--- src/core/sscp_pkg.sv ---
// Constants shared by the serial command port design files.
package sscp_pkg;
    // ****************************************
    // Frame shape
    // ****************************************
    localparam int unsigned BYTE_BITS     = 8;
    localparam logic [2:0]  LAST_BIT_IDX  = 3'h7;
    localparam logic [2:0]  BIT_CNT_RST   = 3'h0;
    localparam logic [7:0]  BYTE_RST      = 8'h00;
    // Sampling on rising clock edges is the mode taken out of reset.
    localparam logic        MODE_RISE_RST = 1'b1;
    localparam logic        HOLD_RST      = 1'b1;

    // ****************************************
    // Timing
    // ****************************************
    localparam int unsigned SYS_CLK_NS     = 40;
    localparam int unsigned SCK_MIN_HALF_NS = 100;
    // Least time, so round up to whole system clocks.
    localparam int unsigned SCK_MIN_HALF_CYC =
        (SCK_MIN_HALF_NS + SYS_CLK_NS - 1) / SYS_CLK_NS;
    localparam int unsigned SYNC_STAGES    = 2;

    // ****************************************
    // Port state
    // ****************************************
    typedef enum logic [1:0] {
        SSCP_IDLE   = 2'b00,
        SSCP_ACTIVE = 2'b01
    } sscp_state_t;
endpackage

--- src/core/sscp_sync.sv ---
// Two-flop synchroniser for one pin level.
`timescale 1ns/10ps
`default_nettype none
module sscp_sync
    import sscp_pkg::*;
#(
    parameter logic RST_VAL = 1'b0
) (
    input  wire logic sys_clk,   // System clock.
    input  wire logic reset,     // Synchronous reset, active high.
    input  wire logic pin_in,    // Asynchronous pin level.
    output logic      level_out  // Level after two flops.
);
    logic meta_q;
    logic meta_d;
    logic sync_q;
    logic sync_d;

    always_comb begin
        meta_d = pin_in;
        sync_d = meta_q;
    end

    // The flops follow the pin through reset, so the level is already true
    // at release. A forced reset value would step to the pin level after
    // release and look like a pin edge or a select fall.
    always_ff @(posedge sys_clk) begin
        meta_q <= meta_d;
        sync_q <= sync_d;
    end

    assign level_out = sync_q;
endmodule
`default_nettype wire

--- src/core/sscp_port.sv ---
// Clock-synchronous serial command port, device end.
// Notes on behaviour
// - Command bits arrive on the serial input MSB first, one per serial clock, after chip select falls.
// - A command byte is complete and latched on the eighth counted serial clock.
// - While chip select is low, status bits are shifted out in step with the serial clock, except zeros in the first byte with select held low from reset.
// - At each chip select fall the serial clock level is caught and picks the sampling and driving edges.
// - A high serial clock at the fall means sample on rising edges and drive on falling edges.
// - A low serial clock at the fall means sample on falling edges and drive on rising edges.
// - With chip select held low from reset, sampling is on rising edges and driving on falling edges.
// - Every serial clock pulse is counted, so the host must avoid glitches and resynchronise with chip select.
// - While chip select is high the port waits in idle, clearing count and partial byte; the edge mode is kept.
// - The serial output is floated for as long as chip select is high.
`timescale 1ns/10ps
`default_nettype none
module sscp_port
    import sscp_pkg::*;
(
    input  wire logic       sys_clk,       // System clock, 25 MHz.
    input  wire logic       reset,         // Synchronous reset, active high.
    input  wire logic       chip_select_n, // Chip select pin, active low.
    input  wire logic       sck,           // Serial clock pin from host.
    input  wire logic       si,            // Serial data in pin.
    output logic            so_out,        // Serial data out value.
    output logic            so_oe,         // Serial out enable, high drives.
    input  wire logic [7:0] status_byte,   // Status to send, same clock.
    output logic [7:0]      cmd_byte,      // Last complete command byte.
    output logic            cmd_valid,     // One-cycle pulse per byte.
    output logic            sample_rise    // Current sampling edge mode.
);
    // ****************************************
    // Pin synchronisers
    // ****************************************
    logic cs_s;
    logic sck_s;
    logic si_s;

    sscp_sync #(.RST_VAL(1'b1)) u_sync_cs (
        .sys_clk   (sys_clk),
        .reset     (reset),
        .pin_in    (chip_select_n),
        .level_out (cs_s)
    );
    sscp_sync #(.RST_VAL(1'b0)) u_sync_sck (
        .sys_clk   (sys_clk),
        .reset     (reset),
        .pin_in    (sck),
        .level_out (sck_s)
    );
    sscp_sync #(.RST_VAL(1'b0)) u_sync_si (
        .sys_clk   (sys_clk),
        .reset     (reset),
        .pin_in    (si),
        .level_out (si_s)
    );

    // ****************************************
    // Edge detection and select tracking
    // ****************************************
    logic        sck_prev_q;
    logic        sck_prev_d;
    sscp_state_t state_q;
    sscp_state_t state_d;
    logic        mode_q;
    logic        mode_d;
    logic        sck_rise;
    logic        sck_fall;
    logic        cs_fall;
    logic        sample;
    logic        drive;

    always_comb begin
        sck_rise   = sck_s & ~sck_prev_q;
        sck_fall   = ~sck_s & sck_prev_q;
        sck_prev_d = sck_s;
        cs_fall    = (state_q == SSCP_IDLE) & ~cs_s;
        mode_d     = mode_q;
        if (cs_fall) begin
            mode_d = sck_s;
        end
        // A glitch on the clock is a real edge here; nothing filters it.
        sample = ~cs_s & (mode_q ? sck_rise : sck_fall);
        drive  = ~cs_s & (mode_q ? sck_fall : sck_rise);
        case (state_q)
            SSCP_IDLE:   state_d = cs_s ? SSCP_IDLE : SSCP_ACTIVE;
            SSCP_ACTIVE: state_d = cs_s ? SSCP_IDLE : SSCP_ACTIVE;
            default:     state_d = SSCP_IDLE;
        endcase
    end

    // Reset starts active so that a select tied low keeps the default mode.
    always_ff @(posedge sys_clk) begin
        if (reset) begin
            // Track the settled clock so no false edge follows reset.
            sck_prev_q <= sck_s;
            state_q    <= SSCP_ACTIVE;
            mode_q     <= MODE_RISE_RST;
        end else begin
            sck_prev_q <= sck_prev_d;
            state_q    <= state_d;
            mode_q     <= mode_d;
        end
    end

    // ****************************************
    // Receive shifter
    // ****************************************
    logic [2:0] bit_cnt_q;
    logic [2:0] bit_cnt_d;
    logic [7:0] rx_q;
    logic [7:0] rx_d;
    logic [7:0] cmd_q;
    logic [7:0] cmd_d;
    logic       cmd_vld_q;
    logic       cmd_vld_d;
    logic       byte_done;

    always_comb begin
        bit_cnt_d = bit_cnt_q;
        rx_d      = rx_q;
        cmd_d     = cmd_q;
        cmd_vld_d = 1'b0;
        byte_done = sample & (bit_cnt_q == LAST_BIT_IDX);
        if (cs_s) begin
            bit_cnt_d = BIT_CNT_RST;
            rx_d      = BYTE_RST;
        end else if (byte_done) begin
            cmd_d     = {rx_q[6:0], si_s};
            cmd_vld_d = 1'b1;
            bit_cnt_d = BIT_CNT_RST;
            rx_d      = BYTE_RST;
        end else if (sample) begin
            rx_d      = {rx_q[6:0], si_s};
            bit_cnt_d = bit_cnt_q + 3'h1;
        end
    end

    always_ff @(posedge sys_clk) begin
        if (reset) begin
            bit_cnt_q <= BIT_CNT_RST;
            rx_q      <= BYTE_RST;
            cmd_q     <= BYTE_RST;
            cmd_vld_q <= 1'b0;
        end else begin
            bit_cnt_q <= bit_cnt_d;
            rx_q      <= rx_d;
            cmd_q     <= cmd_d;
            cmd_vld_q <= cmd_vld_d;
        end
    end

    // ****************************************
    // Transmit shifter
    // ****************************************
    // The first drive edge of each byte only holds the MSB already loaded,
    // which lets one path serve both edge modes.
    logic [7:0] tx_q;
    logic [7:0] tx_d;
    logic       hold_q;
    logic       hold_d;
    logic       oe_q;
    logic       oe_d;

    always_comb begin
        tx_d   = tx_q;
        hold_d = hold_q;
        oe_d   = ~cs_s;
        if (cs_s || byte_done) begin
            tx_d   = status_byte;
            hold_d = HOLD_RST;
        end else if (drive) begin
            if (hold_q) begin
                hold_d = 1'b0;
            end else begin
                tx_d = {tx_q[6:0], 1'b0};
            end
        end
    end

    always_ff @(posedge sys_clk) begin
        if (reset) begin
            tx_q   <= BYTE_RST;
            hold_q <= HOLD_RST;
            oe_q   <= 1'b0;
        end else begin
            tx_q   <= tx_d;
            hold_q <= hold_d;
            oe_q   <= oe_d;
        end
    end

    assign so_out      = tx_q[7];
    assign so_oe       = oe_q;
    assign cmd_byte    = cmd_q;
    assign cmd_valid   = cmd_vld_q;
    assign sample_rise = mode_q;
endmodule
`default_nettype wire

--- config.mk ---
export PLATFORM = sky130hd
export DESIGN_NAME = sscp_port
export DESIGN_NICKNAME = d
export VERILOG_FILES = /design/src/core/sscp_pkg.sv /design/src/core/sscp_sync.sv /design/src/core/sscp_port.sv
export SDC_FILE = /design/constraint.sdc
export NUM_CORES = 1
export LEC_CHECK = 0
export ABC_AREA = 0
export BUFFER_PORTS_ARGS = -buffer_cell sky130_fd_sc_hd__buf_2
export CORE_UTILIZATION = 48
export DETAILED_ROUTE_END_ITERATION = 16
export PLACE_DENSITY = 0.73
export SLEW_MARGIN = 10
export SYNTH_ARGS = -nofsm -noshare
export SYNTH_HDL_FRONTEND = slang
export SYNTH_SLANG_ARGS = --single-unit
--- constraint.sdc ---
create_clock -name sys_clk -period 1.6 [get_ports sys_clk]
set_input_delay 0.08 -clock sys_clk [delete_from_list [all_inputs] [get_ports sys_clk]]
set_output_delay 0.08 -clock sys_clk [all_outputs]
set_load 0.02 [all_outputs]
**After elaboration in Yosys (flattened, before gate mapping)**

Cells that the tools add are included.

- Latch bits: 0
- Output and inout port bits: 12
- Bits in writable memories: 0
- Word-level logic and storage cells: 49
- Bits in registers: 39
- Memory bits (read-only): 0
- Memories kept: 0

- $mul: 0
- Bitwise operators: 10
- Div/mod/pow operators: 0
- Reduce and logical (&&, ||, !) cells: 10
- Add/subtract/negate cells: 1
- Order comparisons: 0
- Muxes and demuxes: 8
- Shift-type cells: 0
- Equal/unequal tests: 3

Operator list:

| cell | count |
|---|---|
| $mux 8 | 3 |
| $reduce_or 2->1 | 4 |
| $and 1x1->1 | 6 |
| $mux 1 | 5 |
| $not 1->1 | 4 |
| $reduce_and 2->1 | 2 |
| $add 3x1->3 const B | 1 |
| $eq 3x3->1 const B | 1 |
| $reduce_or 3->1 | 1 |
| $eq 2x1->1 const B | 1 |
| $logic_not 2->1 | 1 |
| $ne 2x1->1 const B | 1 |
| $reduce_bool 2->1 | 1 |
| $logic_or 1x1->1 | 1 |

**Longest topological paths before layout**

Gate-level depths: netlist of run 1.

- Word-level depth: 8
- Mapped depth: 7
- Mapped depth without buffers: 6

**Modules after synthesis**

Synthesis of run 1 repeated with hierarchy kept, for this count alone.

- Cell total of the unflattened synthesis: 138
- Area total of the unflattened synthesis: 1,413.9 µm²

By module, submodules not included:

| module | sequential area each (µm²) | cells each | area each (µm²) | instances |
|---|---|---|---|---|
| sscp_port | 640.6 | 132 | 1,293.7 | 1 |
| sscp_sync | 40.0 | 2 | 40.0 | 3 |

**Least setup slack after synthesis of run 1**

No wires, ideal clock.

- Path kind: reg2reg
- Start point: reg bit_cnt_q[0]
- End point: reg tx_q[6]
- Cell stages (with the launch flop): 8
- Buffers on the path: 1
- Setup slack: -0.141 ns
- Arrival: 1.662 ns
- Setup time: 0.079 ns
- Cells stage by stage: dfxtp_1 -> ha_1 -> ha_1 -> and4b_4 -> a311oi_4 -> buf_6 -> nor2_1 -> a211oi_2

- Word-level cells in the longest chain between the ends: 5
- Elaborated cells between the ends (all ways): 7
- Those cells by class: 2 x eq/ne; 1 x mux; 1 x bitwise; 3 x reduce/logical

Ends and longest elaborated chain:

| element | line | RTL |
|---|---|---|
| start, declared | sscp_port.sv:107 | `logic [2:0] bit_cnt_q;` |
| start signal, assigned | sscp_port.sv:144 | `bit_cnt_q <= bit_cnt_d;` |
| $eq 3x3->1 * | sscp_port.sv:122 | `byte_done = sample & (bit_cnt_q == LAST_BIT_IDX);` |
| $and 1x1->1 * | sscp_port.sv:122 |  |
| $logic_or 1x1->1 * | sscp_port.sv:167 | `if (cs_s \|\| byte_done) begin` |
| $ne 2x1->1 (no line) / $reduce_bool 2->1 (equally long branches) | n/a |  |
| $reduce_and 2->1 (no line) | n/a |  |
| end signal, assigned | sscp_port.sv:185 | `tx_q <= tx_d;` |
| end, declared | sscp_port.sv:156 | `logic [7:0] tx_q;` |

Mark *: on every way between the ends. The rest lies on a longest branch, timed or not.
A chain may end at the register's enable or synchronous reset.

**Worst setup path in the final report of run 1**

- Start point: reg bit_cnt_q[0]
- End point: reg tx_q[4]

Same word-level chain as after synthesis.

==> results.cfg, run 1 <==
[grt]
grt_max_degree = 21
antenna_found_initial = 0
overflow = 0
grt_usage_pct = 18.9
grt_pass1_wl_um = 4550
grt_pass1_vias = 1099

[hold_path]
whs_path_depth = 3
hold_path_class = primary input to register

[setup_path]
critPathLaunchType = register
r2r_cells = 7
cp_data_required_time_ns = 1.87
end_kind = register
crit_fanout = 13
crit_type = register to register
r2r_slack_ns = 0.01
arrival_ns = 1.85

[floorplan]
io_pins = 25
core_area_um2 = 2780
die_h_um = 56.3
die_x_um = 56.3
start_util_pct = 50.8
rows = 19
die_area_um2 = 3170

[yosys]
synth_area_leaders = dfxtp_1, mux2i_1, nor2_1
avgSynthCellArea_um2 = 10.2
ys_types = 26
syn-num-nets = 153
synth_seq_cells = 38
ys_seq_area_share_pct = 53.8
netlist_instances = 138
synth_top_area_share_pct = 53.8
synth_top_area_cell = dfxtp_1
ys_warn_count = 0
synth_area_um2 = 1410

[status]
status = completed

[detailed_routing]
wire_per_inst_um = 12.2
dr.first_iter.drc_count = 26
vias = 1067
ant_nets = 0
wl_um = 2510
vias_per_cell = 5.18
drcViolationCount = 0
first_pass_iters = 4

[clock_tree]
cts.clk_slew.worst_paths_ns = 0.11
insertion_delay_ns = 0.34
root_buffer = clkbuf_4
h-tree-depth = 2
cts_buffers = 5
cts_sinks = 38
clock_path_buffers = 2
cts_tree = built

[power_and_ir_drop]
switching_share_pct = 23.5
intPower_uw = 1250
clockPowerShare_pct = 31.3
ir_drop_v = 0.000864
p_per_area_nw_per_um2 = 925
total_power_uw = 1640
p_sw_uw = 386
pwr-share-seq_pct = 60.7
p_leak_uw = 0.000741
power_frac_comb_pct = 8.0

[timing]
rsz0062_at_grt = true
period_share_pct = 99.1
fin_tns_setup_ns = 0
slew_violations = 0
layout_min_cycle_time_ns = 1.59
hold_viol = 0
slew-limit-headroom_pct = 73.4
setup_viol = 0
whs_ns = 0.0137
tightest_slew_ns = 0.398
final.setup_skew_ns = 0.00792
max_freq_mhz = 631

[run]
drv_cap = 0

[place]
dp.cells = 191
place_hpwl_um = 1810
port_buffers = 24
place_congestion = 0.775

[final_layout]
final_util_pct = 63.7
fillers = 228
final_nets = 189
antennaDiodeCount = 0
drive_above_1_share_pct = 31.4
area_growth_pct = 25.3
final_cells = 206
-- repair_timing --
item | in CTS | in global routing
setup endpoints to repair | 7 | 25
hold buffers | 4 | 0
hold endpoints to repair | 4 | 0
resized for setup | 6 | 3
pin swaps | 0 | 1
setup buffers | 2 | 1
-- area by class of cell --
cell class / instances / area, µm² / share of cell area [%]
clock buffer: 6 / 51.3 / 2.90
clock inverter: 2 / 12.5 / 0.706
inverter: 1 / 3.75 / 0.212
multi-input combinational: 92 / 657 / 37.1
sequential: 38 / 763 / 43.1
tap: 31 / 38.8 / 2.19
timing repair buffer: 36 / 245 / 13.8
-- power by group through the flow --
stage	clock [µW]	combinational [µW]	sequential, µW
5_1_grt	573	144	1000
3_5_place_dp	0	112	1020
4_1_cts	530	128	996
3_3_place_gp	0	108	1010
6_report	513	130	996
2_1_floorplan	0	71.2	1020
-- worst max-delay path, stage by stage (launching register included) --
cell      delay [ns]
dfxtp_2         0.36
ha_4            0.16
ha_4            0.15
and4b_4         0.18
a311oi_4        0.24
buf_12          0.17
nor2_1          0.05
a211oi_2        0.19
-- flip-flops by register name (all words and copies together) (netlist names), 3 cells and up --
name / count
cmd_byte: 8
rx_q: 7
tx_q: 8
bit_cnt_q: 3
-- layer usage --
layer	share of wire, %	track usage (%)	vias up
li1	-	-	550
met1	42	19.8	490
met2	50	31.8	19
met3	4.5	5.76	8
met4	2.6	13.6	0
met5	0	0	-
-- worst paths after layout --
kind                                   startpoint                    to
worst max register to register       bit_cnt_q[0]               tx_q[4]
worst min register to register  u_sync_sck.meta_q  u_sync_sck.level_out
worst min-delay path               status_byte[1]               tx_q[1]
worst max-delay path                 bit_cnt_q[0]               tx_q[4]
-- cell usage in the layout (no fill, tap or decap), drive strengths merged, types with 3 or more instances in the layout --
master	instances
mux2i	16
a21oi	9
clkbuf	6
nand3	10
dlygate4sd3	4
buf	32
o21ai	3
nor2	22
dfxtp	38
nand2	10
a211oi	7
-- cells by family (layout without fill, tap and decap cells) --
family | after synthesis | count (layout) | synth area share [%]
mux | 16 | 16 | 11.3
buf+inv | 8 | 45 | 3.27
compound gates | 23 | 23 | 12.1
xor+xnor | 1 | 1 | 0.620
simple gates | 50 | 50 | 17.1
flops | 38 | 38 | 53.8
fa+ha+maj | 2 | 2 | 1.77
-- metrics by stage --
step           setup WS (ns)  area (µm²)
2_1_floorplan      -0.000340        1430
3_3_place_gp          0.0648        1610
3_5_place_dp         -0.0219        1610
4_1_cts             -0.00908        1750
5_1_grt              -0.0599        1770
6_report              0.0146        1770
-- cells in the mapped netlist --
| master | number |
|---|---|
| dfxtp_1 | 38 |
| nor2_1 | 22 |
| mux2i_1 | 16 |
| nand2_1 | 10 |
| nand3_1 | 10 |
| a21oi_1 | 9 |
| a211oi_1 | 5 |
| clkbuf_1 | 3 |
| o21ai_0 | 3 |
| a211oi_2 | 2 |
| and3b_1 | 2 |
| buf_4 | 2 |
| ha_1 | 2 |
| nand2b_1 | 2 |
| a311oi_4 | 1 |
| and4b_4 | 1 |
| buf_2 | 1 |
| buf_6 | 1 |
| inv_1 | 1 |
| nand3b_1 | 1 |
| nor3b_1 | 1 |
| nor3b_2 | 1 |
| o211ai_1 | 1 |
| o21a_1 | 1 |
| o21bai_1 | 1 |
| xnor2_1 | 1 |
(Power assumes the default switching activity.)
==> run 2, diff against run 1 <==
REMOVE_ABC_BUFFERS = 1   (was not set)
SETUP_SLACK_MARGIN = 0.02   (was not set)
==> run 2 against run 1 <==
- via count is 2.3% higher
- critical path depth did not move
- total power down 0.10%
- cell area grew 1.9%
- routed wire length increased by 1.4%
- flip-flop and latch count is the same
- non-clock buffer count up 1
- highest routed layer unchanged
==> results.cfg, run 2 (synthesis results as in run 1) <==
[status]
status = completed

[grt]
grt_pass1_wl_um = 4560
grt_pass1_vias = 1054
overflow = 0
grt_max_degree = 21
antenna_found_initial = 0
grt_usage_pct = 19.0

[floorplan]
die_area_um2 = 3170
rows = 19
die_x_um = 56.3
core_area_um2 = 2780
die_h_um = 56.3
start_util_pct = 50.8
io_pins = 25

[clock_tree]
cts_tree = built
root_buffer = clkbuf_4
clock_path_buffers = 2
h-tree-depth = 2
cts_buffers = 5
cts_sinks = 38
insertion_delay_ns = 0.33
cts.clk_slew.worst_paths_ns = 0.11

[setup_path]
cp_data_required_time_ns = 1.82
crit_type = register to register
regToRegStartpoint = bit_cnt_q[1]
crit_fanout = 8
r2r_cells = 7
crit_chain = ha_4, ha_4, buf_8, a311oi_4, buf_6, buf_6, a211oi_2
slowest_delay_ns = 0.35
r2r_end = tx_q[6]
critPathLaunchType = register
arrival_ns = 1.80
critPathSlowestCell = dfxtp_2
r2r_slack_ns = 0.02
end_kind = register

[timing]
finalWorstSetupSlack_ns = 0.0225
rsz0062_at_grt = true
slew_violations = 0
period_share_pct = 98.6
setup_viol = 0
max_freq_mhz = 634
layout_min_cycle_time_ns = 1.58
slew-limit-headroom_pct = 72.8
fin_tns_setup_ns = 0
final.setup_skew_ns = 0.0111
tightest_slew_ns = 0.408
hold_viol = 0

[final_layout]
register_area_um2 = 764
drive_above_1_share_pct = 32.8
final_util_pct = 64.9
antennaDiodeCount = 0
fillers = 236
final_nets = 191
layout_commonest_cell = dfxtp_1
postLayoutCellArea_um2 = 1810
multi_input_area_um2 = 667
mostFrequentLayoutCells = dfxtp_1, buf_2, nor2_1, mux2i_1, nand2_1
area_growth_pct = 27.7

[detailed_routing]
ant_nets = 0
first_pass_iters = 4
dr.first_iter.drc_count = 54
vias_per_cell = 5.25
wl_um = 2550
wire_per_inst_um = 12.3
drcViolationCount = 0
vias = 1092

[hold_path]
hold_path_class = primary input to register
hold_end = tx_q[7]
min-delay-start = status_byte[7]
whs_path_depth = 3

[power_and_ir_drop]
p_per_area_nw_per_um2 = 907
p_leak_uw = 0.000753
ir_drop_v = 0.000888

[place]
placed_area_um2 = 1600
post-place-ws_ns = -0.125
place_hpwl_um = 1680
place_congestion = 0.726
port_buffers = 24

[run]
drv_cap = 0
[run 2: cell type report]
type,count,area share [%]
Timing Repair Buffer,37,14.8
Clock inverter,2,0.693
Sequential cell,38,42.3
Clock buffer,6,2.84
Inverter,1,0.208
Multi-Input combinational cell,93,36.9
Tap cell,31,2.15
[run 2: how the worst max path moves through the flow]
stage,startpoint,to,slack (ns),cells after the start
3_3_place_gp,bit_cnt_q[0],tx_q[1],-0.03,7
2_1_floorplan,bit_cnt_q[0],tx_q[6],-0.33,6
5_1_grt,bit_cnt_q[1],tx_q[1],-0.04,7
6_report,bit_cnt_q[1],tx_q[6],0.02,7
3_5_place_dp,bit_cnt_q[0],tx_q[2],-0.13,7
4_1_cts,bit_cnt_q[1],tx_q[0],-0.05,8
[run 2: worst max-delay path: cells and delay by family, from the launching register on]
kind	cells	cell delay, ns
compound gates	2	0.39
fa+ha+maj	2	0.32
buf+inv	3	0.42
flops	1	0.35
[run 2: per-layer routing]
| metal | vias up | track usage (%) | part of all wire, % |
|---|---|---|---|
| met5 | - | 0 | 0 |
| met4 | 0 | 12.5 | 2.4 |
| met3 | 8 | 5.07 | 3.9 |
| met2 | 24 | 29.8 | 49 |
| met1 | 501 | 23.0 | 45 |
| li1 | 559 | - | - |
[run 2: power by group]
part           internal, µW  leakage, µW  switching (µW)
Clock                   211    0.0000343             296
Combinational          68.7     0.000406            64.4
Sequential              975     0.000313            22.0
Total                  1250     0.000753             383
[run 2: through the flow]
stage | instances | hold slack, ns | power (µW)
floorplan | 131 | 0.108 | 1080
global placement | 192 | 0.183 | 1120
detailed placement | 192 | 0.184 | 1130
CTS | 207 | 0.00958 | 1650
global route | 208 | 0.0182 | 1730
finish | 208 | 0.0158 | 1640
[run 2: what timing repair did]
action,4_1_cts,5_1_grt
resized for setup,8,12
hold buffers,4,0
endpoints found under the setup margin,8,16
pin swaps,3,11
gates cloned,1,1
endpoints found under the hold margin,4,0
buffers inserted,2,1
==> run 3, diff against run 2 <==
--- a/config.mk
+++ b/config.mk
@@ -8,7 +8,6 @@
 export ABC_AREA = 0
 export BUFFER_PORTS_ARGS = -buffer_cell sky130_fd_sc_hd__buf_2
-export CORE_UTILIZATION = 48
+export CORE_UTILIZATION = 39
 export DETAILED_ROUTE_END_ITERATION = 16
-export PLACE_DENSITY = 0.73
 export REMOVE_ABC_BUFFERS = 1
 export SETUP_SLACK_MARGIN = 0.02
==> constraint.sdc (replaced) <==
create_clock -name sys_clk -period 1.6 [get_ports sys_clk]
set_input_delay 0.32 -clock sys_clk [delete_from_list [all_inputs] [get_ports sys_clk]]
set_output_delay 0.32 -clock sys_clk [all_outputs]
set_load 0.02 [all_outputs]
==> run 3 against run 2 <==
- the run now ends with setup timing left
- die area rose by 22%
- via count fell by 3.1%
- setup slack got worse by 0.069 ns
- first-iteration DRC count fell by 50%
- largest power group unchanged
==> results.cfg, run 3 (synthesis results as in run 1) <==
[setup_path]
r2r_cells = 7
r2r_slack_ns = -0.05
crit_start = bit_cnt_q[0]
end_kind = register
r2r_end = tx_q[7]
cp_data_required_time_ns = 1.87
crit_type = register to register
critPathLaunchType = register
crit_path_end = tx_q[7]
regToRegStartpoint = bit_cnt_q[0]
arrival_ns = 1.91
crit_fanout = 7

[grt]
overflow = 0
grt_pass1_wl_um = 4540
grt_usage_pct = 14.9
grt_pass1_vias = 1057
antenna_found_initial = 0
grt_max_degree = 21

[detailed_routing]
wire_per_inst_um = 11.9
vias_per_cell = 4.85
ant_nets = 0
wl_um = 2600
highest-signal-layer = met4
vias = 1058
wl_met1_um = 1180
dr.first_iter.drc_count = 27
dr_wl_met2_um = 1270
wl_met3_um = 109
first_pass_iters = 4
drcViolationCount = 0

[final_layout]
antennaDiodeCount = 0
fillers = 327
area_growth_pct = 26.6
drive_above_1_share_pct = 33.1
layout_commonest_cell = dfxtp_1
mostFrequentLayoutCells = dfxtp_1, buf_2, nor2_1, mux2i_1
final_nets = 186

[run]
drv_cap = 0

[timing]
finalWorstSetupSlack_ns = -0.0462
setup_viol = 6
max_freq_mhz = 607
hold_viol = 0
whs_ns = 0.0780
period_share_pct = 103
layout_min_cycle_time_ns = 1.65
final.setup_skew_ns = 0.0163
slew-limit-headroom_pct = 72.2
tightest_slew_ns = 0.416
slew_violations = 0
rsz0062_at_grt = true

[floorplan]
die_x_um = 62.2
io_pins = 25
core_area_um2 = 3420
rows = 21
die_h_um = 62.2
start_util_pct = 41.4
die_area_um2 = 3870

[clock_tree]
cts_buffers = 5
cts.clk_slew.worst_paths_ns = 0.11
cts_sinks = 38
root_buffer = clkbuf_4
h-tree-depth = 2
insertion_delay_ns = 0.34
cts_tree = built
clock_path_buffers = 2

[power_and_ir_drop]
p_leak_uw = 0.000737
ir_drop_v = 0.000550
total_power_uw = 1740
p_per_area_nw_per_um2 = 972

[place]
place_hpwl_um = 1680
port_buffers = 24
place_congestion = 0.704
post-place-ws_ns = -0.103

[hold_path]
whs_path_depth = 1
hold_path_class = primary input to register

[status]
status = complete, but fails checks
violations = setup timing
-- run 3: cell types whose count changed in the layout (fill, tap and decap cells not counted), sizes merged --
cell,previous run,this run
dlygate4sd3,4,0
bufinv,0,1
clkbuf,6,7
clkinv,1,0
clkinvlp,1,0
nand2,11,10
-- run 3: critical path, stage by stage (launching register included) --
cell      delay, ns
dfxtp_2        0.35
ha_4           0.16
ha_4           0.15
and4b_4        0.18
a311oi_4       0.34
buf_6          0.19
nor2_1         0.07
a211oi_2       0.14
-- run 3: how the worst min path moves through the flow --
| stage | start | end | slack [ns] |
|---|---|---|---|
| floorplan | u_sync_cs.meta_q | u_sync_cs.level_out | 0.31 |
| global placement | u_sync_cs.meta_q | u_sync_cs.level_out | 0.31 |
| detailed placement | u_sync_cs.meta_q | u_sync_cs.level_out | 0.31 |
| CTS | si | u_sync_si.meta_q | 0.06 |
| global route | si | u_sync_si.meta_q | 0.05 |
| finish | si | u_sync_si.meta_q | 0.08 |
-- run 3: metal layers --
| layer | vias up | global-route usage (%) |
|---|---|---|
| li1 | 545 | - |
| met1 | 489 | 15.1 |
| met2 | 19 | 26.9 |
| met3 | 5 | 5.33 |
| met4 | 0 | 6.98 |
| met5 | - | 0 |
-- run 3: timing repair --
| item | CTS | global route |
|---|---|---|
| gates cloned | 1 | 0 |
| pin swaps | 4 | 9 |
| gates resized for setup | 10 | 9 |
| setup buffers | 3 | 0 |
| setup endpoints to repair | 8 | 18 |
| hold buffers | 0 | 0 |
-- run 3: final cells by class --
type / instances / area, µm² / share of cell area, %
Clock buffer: 7 / 45.0 / 2.52
Clock inverter: 1 / 30.0 / 1.68
Inverter: 1 / 3.75 / 0.210
Multi-Input combinational cell: 92 / 666 / 37.2
Sequential cell: 38 / 764 / 42.7
Tap cell: 46 / 57.6 / 3.21
Timing Repair Buffer: 33 / 224 / 12.5
-- run 3: stage by stage --
step                      instances  TNS, ns  util [%]  cell area (µm²)
after floorplan                 131    -3.68         -             1370
after global placement          207   -0.248      47.4             1620
after detailed placement        207   -0.588      47.4             1620
after CTS                       219   -0.122      52.2             1780
after global routing            218   -0.699      52.4             1790
final                           218   -0.150      52.4             1790
-- run 3: where the power goes --
| group | leakage [µW] | switching (µW) | internal, µW |
|---|---|---|---|
| Clock | 0.0000395 | 284 | 332 |
| Sequential | 0.000313 | 21.1 | 975 |
| Combinational | 0.000385 | 65.2 | 64.2 |
| Total | 0.000737 | 370 | 1370 |
